<file path="src/common/eeu_pkg.sv">
// Constants and types of the exception entry unit
package eeu_pkg;
  localparam logic [31:0] RESET_PC = 32'hA0000000;
  localparam logic [31:0] VBR_RESET = 32'h00000000;
  localparam logic [31:0] VEC_GEN = 32'h00000100;
  localparam logic [31:0] VEC_MISS = 32'h00000400;
  localparam logic [31:0] VEC_INT = 32'h00000600;
  localparam logic [31:0] USER_LIMIT = 32'h80000000;
  localparam logic [31:0] SR_RESET = 32'h700000F0;
  localparam logic [31:0] SR_ENTER = 32'h70000000;
  localparam int SR_MD = 30;
  localparam int SR_BL = 28;
  localparam int SR_IM_LO = 4;
  localparam int VPN_LO = 10;
  localparam logic [11:0] EC_POR = 12'h000;
  localparam logic [11:0] EC_MAN = 12'h020;
  localparam logic [11:0] EC_MISS_RD = 12'h040;
  localparam logic [11:0] EC_MISS_WR = 12'h060;
  localparam logic [11:0] EC_IPW = 12'h080;
  localparam logic [11:0] EC_PROT_RD = 12'h0A0;
  localparam logic [11:0] EC_PROT_WR = 12'h0C0;
  localparam logic [11:0] EC_AE_RD = 12'h0E0;
  localparam logic [11:0] EC_AE_WR = 12'h100;
  localparam logic [7:0] OFS_STATUS = 8'h00;
  localparam logic [7:0] OFS_VBASE = 8'h04;
  localparam logic [7:0] OFS_SPC = 8'h08;
  localparam logic [7:0] OFS_SSTAT = 8'h0C;
  localparam logic [7:0] OFS_EXC = 8'h10;
  localparam logic [7:0] OFS_INT = 8'h14;
  localparam logic [7:0] OFS_FAULT = 8'h18;
  localparam logic [7:0] OFS_PAGE_ENTRY_HIGH = 8'h1C;
  localparam logic [7:0] OFS_XLAT = 8'h20;
  localparam logic [1:0] RESP_OKAY = 2'b00;
  localparam logic [1:0] RESP_SLVERR = 2'b10;
  localparam logic [1:0] SZ_WORD = 2'b01;
  localparam logic [1:0] SZ_LONG = 2'b10;
  typedef enum logic [1:0] {ST_RUN = 2'b01, ST_RST = 2'b10} eeu_st_t;
  typedef struct packed {
    logic valid; logic fetch; logic write; logic [1:0] size;
    logic [31:0] addr; logic [31:0] pc;
  } eeu_acc_t;
  typedef struct packed {
    logic hit; logic valid; logic dirty; logic [1:0] prot; logic [1:0] way;
  } eeu_tlb_t;
endpackage

</file>
<file path="src/rtl/eeu_exception_entry.sv">
// Exception entry unit: reset, interrupt and general exception entry with AXI4-Lite registers
// Function
// - sample reset pin; power-on halts, cancels all
// - manual reset keeps memory retention running
// - reset-kind input selects power-on or manual
// - reset sets flags, mask all ones, base zero
// - reset code 000 power-on, 020 manual
// - after reset fetch from A0000000
// - interrupts taken only at instruction boundary
// - interrupt saves state, codes, jumps base+600
// - exception saves state, sets flags, writes code
// - miss vectors base+400, others base+100
// - translation miss codes 040 read, 060 write
// - miss records address, page, increments counter
// - invalid entry records address, page, way
// - store to clean page raises code 080
// - two-bit protection field checks mode access
// - protection violation codes 0A0 and 0C0
// - misaligned fetch, word, longword raise address error
// - user access at or above 80000000 errs
// - address error records address, codes 0E0/100
// - block flag holds interrupts pending
// - exception under block flag restarts at A0000000 with reset status and base
module eeu_exception_entry
  import eeu_pkg::*;
(
  input wire logic aclk,
  input wire logic aresetn,
  input wire logic [7:0] awaddr,
  input wire logic awvalid,
  output logic awready,
  input wire logic [31:0] wdata,
  input wire logic [3:0] wstrb,
  input wire logic wvalid,
  output logic wready,
  output logic [1:0] bresp,
  output logic bvalid,
  input wire logic bready,
  input wire logic [7:0] araddr,
  input wire logic arvalid,
  output logic arready,
  output logic [31:0] rdata,
  output logic [1:0] rresp,
  output logic rvalid,
  input wire logic rready,
  input wire logic reset_pin_n,
  input wire logic reset_kind_input,
  input wire logic boundary,
  input wire logic [31:0] next_pc,
  input wire logic irq_req,
  input wire logic [3:0] irq_level,
  input wire logic [11:0] irq_code,
  input wire eeu_acc_t acc,
  input wire eeu_tlb_t tlb,
  output logic redirect_valid,
  output logic [31:0] redirect_addr,
  output logic core_halt,
  output logic cancel_pending,
  output logic keep_retention,
  output logic irq_ack,
  output logic exc_ack,
  output logic [31:0] proc_status_word
);
  typedef struct packed {
    logic [1:0] s1;
    logic [1:0] s2;
    eeu_st_t st;
    logic [31:0] sr;
    logic [31:0] vector_base;
    logic [31:0] saved_pc;
    logic [31:0] saved_status;
    logic [11:0] exception_event_code;
    logic [11:0] interrupt_event_code;
    logic [31:0] fault_address;
    logic [31:0] page_entry_high;
    logic [1:0] rc;
    logic redir_v;
    logic [31:0] redir_a;
    logic halt;
    logic cancel;
    logic retain;
    logic iack;
    logic eack;
    logic awrdy;
    logic wrdy;
    logic [7:0] wadr;
    logic [31:0] wdat;
    logic [3:0] wstb;
    logic bv;
    logic [1:0] br;
    logic arrdy;
    logic rv;
    logic [31:0] rd;
    logic [1:0] rr;
  } eeu_state_t;

  eeu_state_t q;
  eeu_state_t d;
  logic rst_n;
  logic por;
  logic user;
  logic misal;
  logic ae;
  logic miss;
  logic inv;
  logic pv;
  logic ipw;
  logic exc;
  logic take_irq;
  logic [11:0] code;

  function automatic logic [31:0] merge(input logic [31:0] old, input logic [31:0] nw,
                                        input logic [3:0] stb);
    logic [31:0] r;
    r = old;
    for (int i = 0; i < 4; i++)
    begin
      if (stb[i])
        r[i*8 +: 8] = nw[i*8 +: 8];
    end
    return r;
  endfunction

  function automatic logic mapped(input logic [7:0] a);
    return a <= OFS_XLAT && a[1:0] == 2'b00;
  endfunction

  // Protection: bit0 grants write, bit1 grants user access
  function automatic logic prot_bad(input logic [1:0] pr, input logic u, input logic w);
    return (u && !pr[1]) || (w && !pr[0]);
  endfunction

  assign rst_n = q.s2[1];
  assign por = q.s2[0];
  assign user = !q.sr[SR_MD];

  always_comb
  begin
    // Misalignment by access kind; a fetch counts as a word
    if (acc.fetch || acc.size == SZ_WORD)
      misal = acc.addr[0];
    else if (acc.size == SZ_LONG)
      misal = |acc.addr[1:0];
    else
      misal = 1'b0;
    ae = misal || (user && acc.addr >= USER_LIMIT);
    miss = !ae && !tlb.hit;
    inv = !ae && tlb.hit && !tlb.valid;
    pv = !ae && tlb.hit && tlb.valid && prot_bad(tlb.prot, user, acc.write);
    ipw = !ae && tlb.hit && tlb.valid && !pv && acc.write && !tlb.dirty;
    exc = acc.valid && (ae || miss || inv || pv || ipw);
    // Priority: address error, then miss/invalid, protection, first write
    if (ae)
      code = acc.write ? EC_AE_WR : EC_AE_RD;
    else if (miss || inv)
      code = acc.write ? EC_MISS_WR : EC_MISS_RD;
    else if (pv)
      code = acc.write ? EC_PROT_WR : EC_PROT_RD;
    else
      code = EC_IPW;
    take_irq = boundary && irq_req && !q.sr[SR_BL]
               && irq_level > q.sr[SR_IM_LO +: 4];
  end

  always_comb
  begin
    d = q;
    d.s1 = {reset_pin_n, reset_kind_input};
    d.s2 = q.s1;
    d.redir_v = 1'b0;
    d.iack = 1'b0;
    d.eack = 1'b0;
    // Bus side; hardware events below override a same-cycle software write
    if (awvalid && q.awrdy)
    begin
      d.wadr = awaddr;
      d.awrdy = 1'b0;
    end
    if (wvalid && q.wrdy)
    begin
      d.wdat = wdata;
      d.wstb = wstrb;
      d.wrdy = 1'b0;
    end
    if (!q.awrdy && !q.wrdy && !q.bv)
    begin
      d.bv = 1'b1;
      d.br = mapped(q.wadr) ? RESP_OKAY : RESP_SLVERR;
      unique case (q.wadr)
        OFS_STATUS: d.sr = merge(q.sr, q.wdat, q.wstb);
        OFS_VBASE: d.vector_base = merge(q.vector_base, q.wdat, q.wstb);
        OFS_SPC: d.saved_pc = merge(q.saved_pc, q.wdat, q.wstb);
        OFS_SSTAT: d.saved_status = merge(q.saved_status, q.wdat, q.wstb);
        OFS_EXC: d.exception_event_code = 12'(merge({20'h0, q.exception_event_code}, q.wdat, q.wstb));
        OFS_INT: d.interrupt_event_code = 12'(merge({20'h0, q.interrupt_event_code}, q.wdat, q.wstb));
        OFS_FAULT: d.fault_address = merge(q.fault_address, q.wdat, q.wstb);
        OFS_PAGE_ENTRY_HIGH: d.page_entry_high = merge(q.page_entry_high, q.wdat, q.wstb);
        OFS_XLAT: d.rc = 2'(merge({30'h0, q.rc}, q.wdat, q.wstb));
        default: d.br = RESP_SLVERR;
      endcase
    end
    if (q.bv && bready)
    begin
      d.bv = 1'b0;
      d.awrdy = 1'b1;
      d.wrdy = 1'b1;
    end
    if (arvalid && q.arrdy)
    begin
      d.arrdy = 1'b0;
      d.rv = 1'b1;
      d.rr = mapped(araddr) ? RESP_OKAY : RESP_SLVERR;
      unique case (araddr)
        OFS_STATUS: d.rd = q.sr;
        OFS_VBASE: d.rd = q.vector_base;
        OFS_SPC: d.rd = q.saved_pc;
        OFS_SSTAT: d.rd = q.saved_status;
        OFS_EXC: d.rd = {20'h0, q.exception_event_code};
        OFS_INT: d.rd = {20'h0, q.interrupt_event_code};
        OFS_FAULT: d.rd = q.fault_address;
        OFS_PAGE_ENTRY_HIGH: d.rd = q.page_entry_high;
        OFS_XLAT: d.rd = {30'h0, q.rc};
        default: d.rd = 32'h0;
      endcase
    end
    if (q.rv && rready)
    begin
      d.rv = 1'b0;
      d.arrdy = 1'b1;
    end
    // Reset pin first, so nothing else enters in the same cycle
    if (!rst_n)
    begin
      d.st = ST_RST;
      d.sr = SR_RESET;
      d.vector_base = VBR_RESET;
      d.exception_event_code = por ? EC_POR : EC_MAN;
      d.halt = 1'b1;
      d.cancel = por;
      d.retain = !por;
    end
    else if (q.st == ST_RST)
    begin
      d.st = ST_RUN;
      d.halt = 1'b0;
      d.cancel = 1'b0;
      d.retain = 1'b0;
      d.redir_v = 1'b1;
      d.redir_a = RESET_PC;
    end
    else if (exc && q.sr[SR_BL])
    begin
      // Nested fault: core state as at reset, other registers kept
      d.sr = SR_RESET;
      d.vector_base = VBR_RESET;
      d.redir_v = 1'b1;
      d.redir_a = RESET_PC;
      d.eack = 1'b1;
    end
    else if (exc)
    begin
      d.saved_pc = acc.pc;
      d.saved_status = q.sr;
      d.sr = q.sr | SR_ENTER;
      d.exception_event_code = code;
      d.fault_address = acc.addr;
      if (!ae)
      begin
        d.page_entry_high[31:VPN_LO] = acc.addr[31:VPN_LO];
        d.rc = miss ? q.rc + 2'd1 : tlb.way;
      end
      d.redir_v = 1'b1;
      d.redir_a = q.vector_base + (miss ? VEC_MISS : VEC_GEN);
      d.eack = 1'b1;
    end
    else if (take_irq)
    begin
      d.saved_pc = next_pc;
      d.saved_status = q.sr;
      d.sr = q.sr | SR_ENTER;
      d.interrupt_event_code = irq_code;
      d.redir_v = 1'b1;
      d.redir_a = q.vector_base + VEC_INT;
      d.iack = 1'b1;
    end
  end

  always_ff @(posedge aclk)
  begin
    if (!aresetn)
    begin
      q <= '0;
      q.s1 <= 2'b11;
      q.s2 <= 2'b11;
      q.st <= ST_RUN;
      q.sr <= SR_RESET;
      q.awrdy <= 1'b1;
      q.wrdy <= 1'b1;
      q.arrdy <= 1'b1;
    end
    else
      q <= d;
  end

  assign awready = q.awrdy;
  assign wready = q.wrdy;
  assign bvalid = q.bv;
  assign bresp = q.br;
  assign arready = q.arrdy;
  assign rvalid = q.rv;
  assign rdata = q.rd;
  assign rresp = q.rr;
  assign redirect_valid = q.redir_v;
  assign redirect_addr = q.redir_a;
  assign core_halt = q.halt;
  assign cancel_pending = q.cancel;
  assign keep_retention = q.retain;
  assign irq_ack = q.iack;
  assign exc_ack = q.eack;
  assign proc_status_word = q.sr;
endmodule

</file>
<file path="config.mk">
export PLATFORM = sky130hd
export DESIGN_NAME = eeu_exception_entry
export DESIGN_NICKNAME = d
export VERILOG_FILES = /design/src/common/eeu_pkg.sv /design/src/rtl/eeu_exception_entry.sv
export SDC_FILE = /design/constraint.sdc
export NUM_CORES = 1
export LEC_CHECK = 0
export BUFFER_PORTS_ARGS = -buffer_cell sky130_fd_sc_hd__buf_2
export CORE_ASPECT_RATIO = 2
export CORE_UTILIZATION = 42
export DETAILED_ROUTE_END_ITERATION = 12
export GPL_TIMING_DRIVEN = 0
export HOLD_SLACK_MARGIN = 0.05
export PLACE_DENSITY = 0.75
export SYNTH_ARGS = -nofsm -noshare
export SYNTH_HDL_FRONTEND = slang
export SYNTH_SLANG_ARGS = --single-unit
export TNS_END_PERCENT = 100
</file>
<file path="constraint.sdc">
create_clock -name aclk -period 2.5 [get_ports aclk]
set_input_delay 0.25 -clock aclk [delete_from_list [all_inputs] [get_ports aclk]]
set_output_delay 0.25 -clock aclk [all_outputs]
set_load 0.02 [all_outputs]
</file>
Word-level counts from Yosys, hierarchy flattened
Cells that the tools add are included.
{ "classes": {"n_addsub": 3, "mul": 0, "div_mod_pow": 0, "magnitude_cmp": 4, "eq_ne": 22, "n_shift": 0, "muxes": 86, "bitwise_logic": 2, "n_reduce_logical": 62} }
{ "ops": {"columns": ["operator", "count"], "rows": [
  ["32-bit two-way mux", 10],
  ["32-bit one-hot mux with 9 select lines", 1],
  ["218-bit two-way mux", 1],
  ["8-bit two-way mux", 27],
  ["206-bit two-way mux", 1],
  ["64-bit two-way mux", 3],
  ["142-bit two-way mux", 1],
  ["33-bit two-way mux", 4],
  ["66-bit two-way mux", 2],
  ["12-bit two-way mux", 6],
  ["8-bit by 5-bit equality test with 1-bit output (second input constant)", 8],
  ["54-bit two-way mux", 1],
  ["35-bit two-way mux", 1],
  ["32-bit by 11-bit adder with 32-bit output", 1],
  ["32-bit by 11-bit adder with 32-bit output (second input constant)", 1],
  ["8-bit by 4-bit equality test with 1-bit output (second input constant)", 4],
  ["32-bit greater-or-equal comparator (second input constant)", 1],
  ["1-bit logical AND", 25],
  ["2-bit two-way mux", 11],
  ["22-bit two-way mux", 1],
  ["9-bit two-way mux", 2],
  ["8-bit by 3-bit equality test with 1-bit output (second input constant)", 2],
  ["8-bit by 6-bit equality test with 1-bit output (second input constant)", 2],
  ["8-bit by 6-bit <= comparator with 1-bit output (second input constant)", 2],
  ["24 further kinds", 61]
]} }
{ "totals": {"reg_bits": 347, "latchBits": 0, "ram_bits": 0, "rom_bits": 0, "input_bits": 187, "word_cells": 212, "memories": 0} }

Logic depth before layout (Yosys ltp)
Gate-level depths: netlist (run 1).
{ "depth": {"word_depth": 18, "depth_mapped": 11} }

Worst setup path before layout (run 1)
OpenSTA, ideal clock, no wires.
{ "synth_path": {"path_type": "register -> register", "from": "register q (netlist bit proc_status_word[30])", "to": "register q (netlist bit redirect_addr[14])", "setup_time_ps": 117, "arrival_ps": 2284, "setup_slack_ps": 98, "path_stages_with_launch": 11, "path_buffers": 0, "path_cell_list": "dfxtp_1 o221ai_4 or3_1 ha_1 ha_1 nor2_1 o41ai_1 nand2_1 nor2_1 a211o_1 a32o_1"} }
{ "synth_via": {"elab_chain_len": 16, "word_cells_on_any_way": 28} }
{ "synth_lines": {"columns": ["item", "line", "text"], "rows": [
  ["from (decl)", "eeu_exception_entry.sv:97", "eeu_state_t q;"],
  ["1-bit logical NOT (*)", "eeu_exception_entry.sv:135", "assign user = !q.sr[SR_MD];"],
  ["parallel branches: the longest is 15 deep, another holds 32-bit by 11-bit adder with 32-bit output", null, null]
]} }
Mark *: on every way between the ends.
A chain may end at the register's enable or synchronous reset.

Worst setup path in the final report (run 1)
{ "layout_path": {"from": "register q (netlist bit proc_status_word[30])", "to": "register q (netlist bit redirect_addr[31])"} }
Same word-level chain as after synthesis.

==> results of run 1 <==
-- metrics by stage --
stage                     std cells  hold slack (ns)
final                          3033          0.05546
after CTS                      3028          0.05201
after global placement         2861           0.4031
after global routing           3033          0.06667
after detailed placement       2862           0.4143
after floorplan                2039           0.3504
-- registers in the layout, summed over array words and instances, names as in the netlist, 2 cells and up --
signal,cells
d,2
q,233
proc_status_word,32
redirect_addr,32
rdata,32
-- repair_timing --
| action | CTS | global route |
|---|---|---|
| endpoints found under the setup margin | 259 | 207 |
| hold buffers | 88 | 0 |
| pin swaps | 12 | 20 |
| buffers inserted | 17 | 9 |
| gates resized for setup | 88 | 77 |
| endpoints found under the hold margin | 106 | 0 |
| cloned | 0 | 0 |
-- synthesized netlist by cell type (all sizes together) (11+ instances only) --
library cell,instances
clkbuf,102
inv,17
a221oi,16
a31oi,41
mux2i,180
o22ai,45
a22o,11
o21ai,86
and3,40
dfxtp,344
nor2,175
xor2,14
a21oi,139
nor3,21
mux4,15
xnor2,18
nand3,93
a211oi,73
nand2,276
a22oi,45
buf,155
-- final timing paths --
| kind | end | slack, ns | depth (start not counted) |
|---|---|---|---|
| hold / removal | q[194] | 0.06 | 3 |
| setup / recovery | redirect_addr[31] | -0.06 | 9 |
| setup reg to reg | redirect_addr[31] | -0.06 | 9 |
| hold reg to reg | por | 0.44 | 1 |
-- area by class of cell --
type                            count  area [sq um]
Antenna cell                        1         2.502
Inverter                           17         63.81
Clock inverter                     15         237.7
Sequential cell                   344          6899
Timing Repair Buffer              407          2619
Clock buffer                       46          1010
Fill cell                        3680         18030
Buffer                            252          1489
Multi-Input combinational cell   1421          9325
Tap cell                          530         663.1
-- metal layers --
metal,wire (um),global-route usage [%],vias to the layer above
met1,26490,37.38,8675
met2,39140,65.02,1041
li1,-,-,8120
met5,0,0,-
met3,5145,4.724,329
met4,6539,29.61,0
-- worst max-delay path: stages, from the launching register on --
cell,delay [ns]
dfxtp_4,0.40
o221ai_4,0.28
or3_4,0.20
ha_4,0.16
a21oi_2,0.06
or4_4,0.49
a21oi_4,0.26
nand4_1,0.19
mux2i_1,0.29
a21oi_1,0.10
-- power groups by stage --
stage	sequential, mW	combinational [mW]	clock, mW
floorplan	5.75	0.548	0
global placement	5.79	1.07	0
detailed placement	5.79	1.09	0
CTS	5.67	1.23	5.84
global route	5.68	1.35	6.05
finish	5.68	1.29	5.86
-- logic make-up (layout without fill, tap and decap cells) --
family | count (synthesis) | in the layout | synth area share, %
flip-flops | 344 | 344 | 39.89
XOR/XNOR | 32 | 32 | 1.623
adder cells (fa/ha/maj) | 7 | 7 | 0.5073
AND/OR/NAND/NOR | 666 | 666 | 17.26
other | 1 | 3 | 0.02172
AO/OA/AOI/OAI | 511 | 511 | 19.28
buffers and inverters | 274 | 737 | 8.501
multiplexers | 203 | 203 | 12.91
==> impl_metrics.ini, run 1 <==
[sta]
clock.fmax_ghz = 0.3905
relSlewSlack_pct = 30.08
finalClockSkew_ns = 0.01545
drv_slew = 0
rsz0062_at_grt = true
hold_viol_final = 0
fin_crit_sh_pct = 102.4
setup-violations-final = 6
min_period_ns = 2.561
tightest_slew_ns = 1.045
setup-tns-final_ns = -0.1336
setup_slack_ns = -0.06083

[power]
pwr_density_cell_nw_per_um2 = 574.8
power.share.sequential_pct = 44.3
intPower_mw = 9.494
p_sw_share_pct = 25.97
design_power_total_mw = 12.82
total_leakage_power_nw = 9.241
p_comb_share_pct = 10.1
ir_drop_mv = 0.5196
p_clk_share_pct = 45.7
power.switching_mw = 3.330

[placed_design]
port_buffers = 292
placed_area_sq_um = 19400
gp_congestion = 0.9757
hpwl_um = 59390
pre_cts_ws_ns = -0.8288

[global_routing]
overflow = 0
first_global_vias = 18100
grt_max_degree = 16
grt_usage_pct = 36.05
antenna_found_initial = 1
grt_pass1_wl_um = 112600

[setup_path]
cp.required_ns = 2.91
startpoint = proc_status_word[30]
worstSetupPathType = reg -> reg
critPathArrivalTime_ns = 2.97
path_max_fanout = 6
start_kind = register
r2r_start = proc_status_word[30]
end_kind = register

[floorplanning]
die_w_um = 145.4
core.rowCount = 104
start_util_pct = 42.80
io_pins = 298
core-area_sq_um = 40340
die_y_um = 288.7
die-area_sq_um = 41970

[yosys]
yosys-top-cells-area = dfxtp_1 40%, mux2i_1 10%, nand2_1 6.0%
yosysSeqAreaShare_pct = 39.89
synth_area_leader_cell = dfxtp_1
syn_area_sq_um = 17260
avgSynthCellArea_sq_um = 8.471
synthDistinctLibCells = 72
async_reset_ff_share_pct = 0
synth_edf_count = 0
syn-instance-count = 2038
yosysWarnings = 0
ys_ff_latch = 344
synth_top_area_share_pct = 39.89
synth_ff_type = dfxtp_1

[clock_network]
clock_latency_ns = 0.54
cts_root_buf = clkbuf_16
h-tree-depth = 2
cts_tree = done
cts.sinks = 344
clkTransAtPathRegs_ns = 0.07
cts_made_buffers = 34
clock_path_buffers = 3

[hold_path]
hp-start = irq_code[5]
hp-class = in -> reg

[detailed_routing]
wire_per_inst_um = 25.49
drt_iter0_drc = 1548
vias = 18170
drt_wl_total_um = 77310
route.detailed.drc = 0
ant_nets = 0
viasPerCell = 5.989
drtPass1Iterations = 6

[layout]
nets = 2671
drive_gt1_share_pct = 26.10
layout_common_cells = 338 x dfxtp_1, 311 x buf_2, 267 x nand2_1
finalInstanceArea_sq_um = 22310
post-route-util_pct = 55.30
syn_to_final_growth_pct = 29.22
mostFrequentLayoutCell = dfxtp_1

[outcome]
status = finished with violations
violations = negative setup slack

[flow_run]
maxCapViolations = 0
Power figures use the tool's default switching activity.
==> run 2, diff against run 1 <==
Settings changed: CTS_BUF_LIST set to sky130_fd_sc_hd__clkbuf_16.
==> impl_metrics.ini, run 2 (synthesis gave the netlist of run 1 again) <==
[layout]
mostFrequentLayoutCell = dfxtp_1
syn_to_final_growth_pct = 28.92
drive_gt1_share_pct = 25.97
nets = 2672
finalInstanceArea_sq_um = 22260
regMostFlops = q
largest_register_ffs = 233
layout_common_cells = 338 x dfxtp_1, 312 x buf_2, 267 x nand2_1

[power]
total_leakage_power_nw = 9.229
pwr_density_cell_nw_per_um2 = 567.5
design_power_total_mw = 12.63
ir_drop_mv = 0.5576

[sta]
hold_viol_final = 0
rsz0062_at_grt = true
min_period_ns = 2.586
hold_slack_ns = 0.05409
setup_slack_ns = -0.08599
tightest_slew_ns = 1.095
drv_slew = 0
finalClockSkew_ns = 0.01450
clock.fmax_ghz = 0.3867
setup-tns-final_ns = -0.1954
fin_crit_sh_pct = 103.4
relSlewSlack_pct = 27.01
setup-violations-final = 7

[floorplanning]
die_y_um = 288.7
die-area_sq_um = 41970
die_w_um = 145.4
core-area_sq_um = 40340
io_pins = 298
core.rowCount = 104
start_util_pct = 42.80

[clock_network]
clkTransAtPathRegs_ns = 0.07
cts.sinks = 344
cts_tree = done
h-tree-depth = 2
cts_root_buf = clkbuf_16
cts_made_buffers = 34
clock_latency_ns = 0.54
clock_path_buffers = 3

[setup_path]
slowest_delay_ns = 0.42
cp_slowest_cell = nor3_1
cp.required_ns = 2.89
path_max_fanout = 8
cp_cell_sequence = buf_2 -> and4_1 -> clkbuf_1 -> and3_1 -> buf_2 -> nand3_1 -> nor3_1 -> xor2_1 -> o21ai_0 -> a41oi_2
start_kind = register
critPathArrivalTime_ns = 2.97
reg2reg_to = redirect_addr[29]
r2r_start = q[298]
r2r_cells = 10
rrSetupSlack_ns = -0.09
crit_top_cell = buf_2
end_kind = register
worstSetupPathType = reg -> reg

[hold_path]
hp-start = acc[17]
holdPathStages = 3
hp-class = in -> reg
min_to = q[262]

[detailed_routing]
drt_wl_total_um = 77520
vias = 18230
viasPerCell = 6.006
route.met3.wl_um = 5249
wl_met1_um = 26440
route.detailed.drc = 0
drtPass1Iterations = 5
top_layer = met4
ant_nets = 0
route.met2.wl_um = 39370
wire_per_inst_um = 25.54
drt_iter0_drc = 1643

[placed_design]
port_buffers = 292
gp_congestion = 0.9757
placed_area_sq_um = 19400
hpwl_um = 59390
pre_cts_ws_ns = -0.8288

[global_routing]
grt_pass1_wl_um = 112800
antenna_found_initial = 1
first_global_vias = 18070
grt_max_degree = 16
grt_usage_pct = 36.09
overflow = 0

[outcome]
status = finished with violations
violations = negative setup slack

[flow_run]
maxCapViolations = 0
## run 2: changes by cell type in the layout (fill, tap and decap cells not counted), moves of 2 or more
cell      change
clkbuf_8      -5
buf_4         +5
inv_1         +4
clkbuf_4      -2
clkinv_1      +5
clkbuf_1      -4
## run 2: how the worst max path moves through the flow
stage / startpoint / to / slack (ns) / cells past startpoint
floorplan: proc_status_word[30] / redirect_addr[14] / 0.1 / 10
global placement: araddr[4] / rdata[15] / -0.83 / 6
detailed placement: acc[33] / redirect_addr[14] / -0.83 / 12
CTS: proc_status_word[30] / redirect_addr[31] / -0.04 / 9
global route: q[298] / redirect_addr[29] / -0.19 / 10
finish: q[298] / redirect_addr[29] / -0.09 / 10
## run 2: layout make-up
class | instances | area, sq um
antenna | 2 | 5.005
multi-input combinational | 1421 | 9330
inverter | 17 | 63.81
timing repair buffer | 408 | 2614
tap | 530 | 663.1
fill | 3688 | 18080
buffer | 252 | 1485
sequential | 344 | 6899
clock inverter | 24 | 271.5
clock buffer | 37 | 925.9
## run 2: per-layer routing
metal	up-vias	GRT usage [%]
met5	-	0
met4	0	29.32
met3	353	4.708
met2	1051	65.28
met1	8703	37.41
li1	8122	-
## run 2: report_power, final
part,switching (mW),total [mW],internal (mW)
Combinational,0.827,1.29,0.467
Sequential,0.120,5.68,5.56
Clock,2.36,5.66,3.30
Total,3.30,12.6,9.33
## run 2: metrics by stage
stage          utilization, %  std cells
2_1_floorplan               -       2039
3_3_place_gp            48.07       2861
3_5_place_dp            48.10       2862
4_1_cts                 54.42       3028
5_1_grt                 55.17       3034
6_report                55.18       3035
## run 2: critical path: cells and delay by family (launching register included)
kind / cells / cell delay, ns
compound gates: 2 / 0.37
xor+xnor: 1 / 0.12
buf+inv: 3 / 0.62
flops: 1 / 0.30
simple gates: 4 / 1.04
## run 2: timing repair
item	in CTS	in global routing
setup buffers	17	10
endpoints found under the setup margin	259	207
hold buffers	88	0
hold endpoints to repair	105	0
pin swaps	12	21
resized for setup	88	80
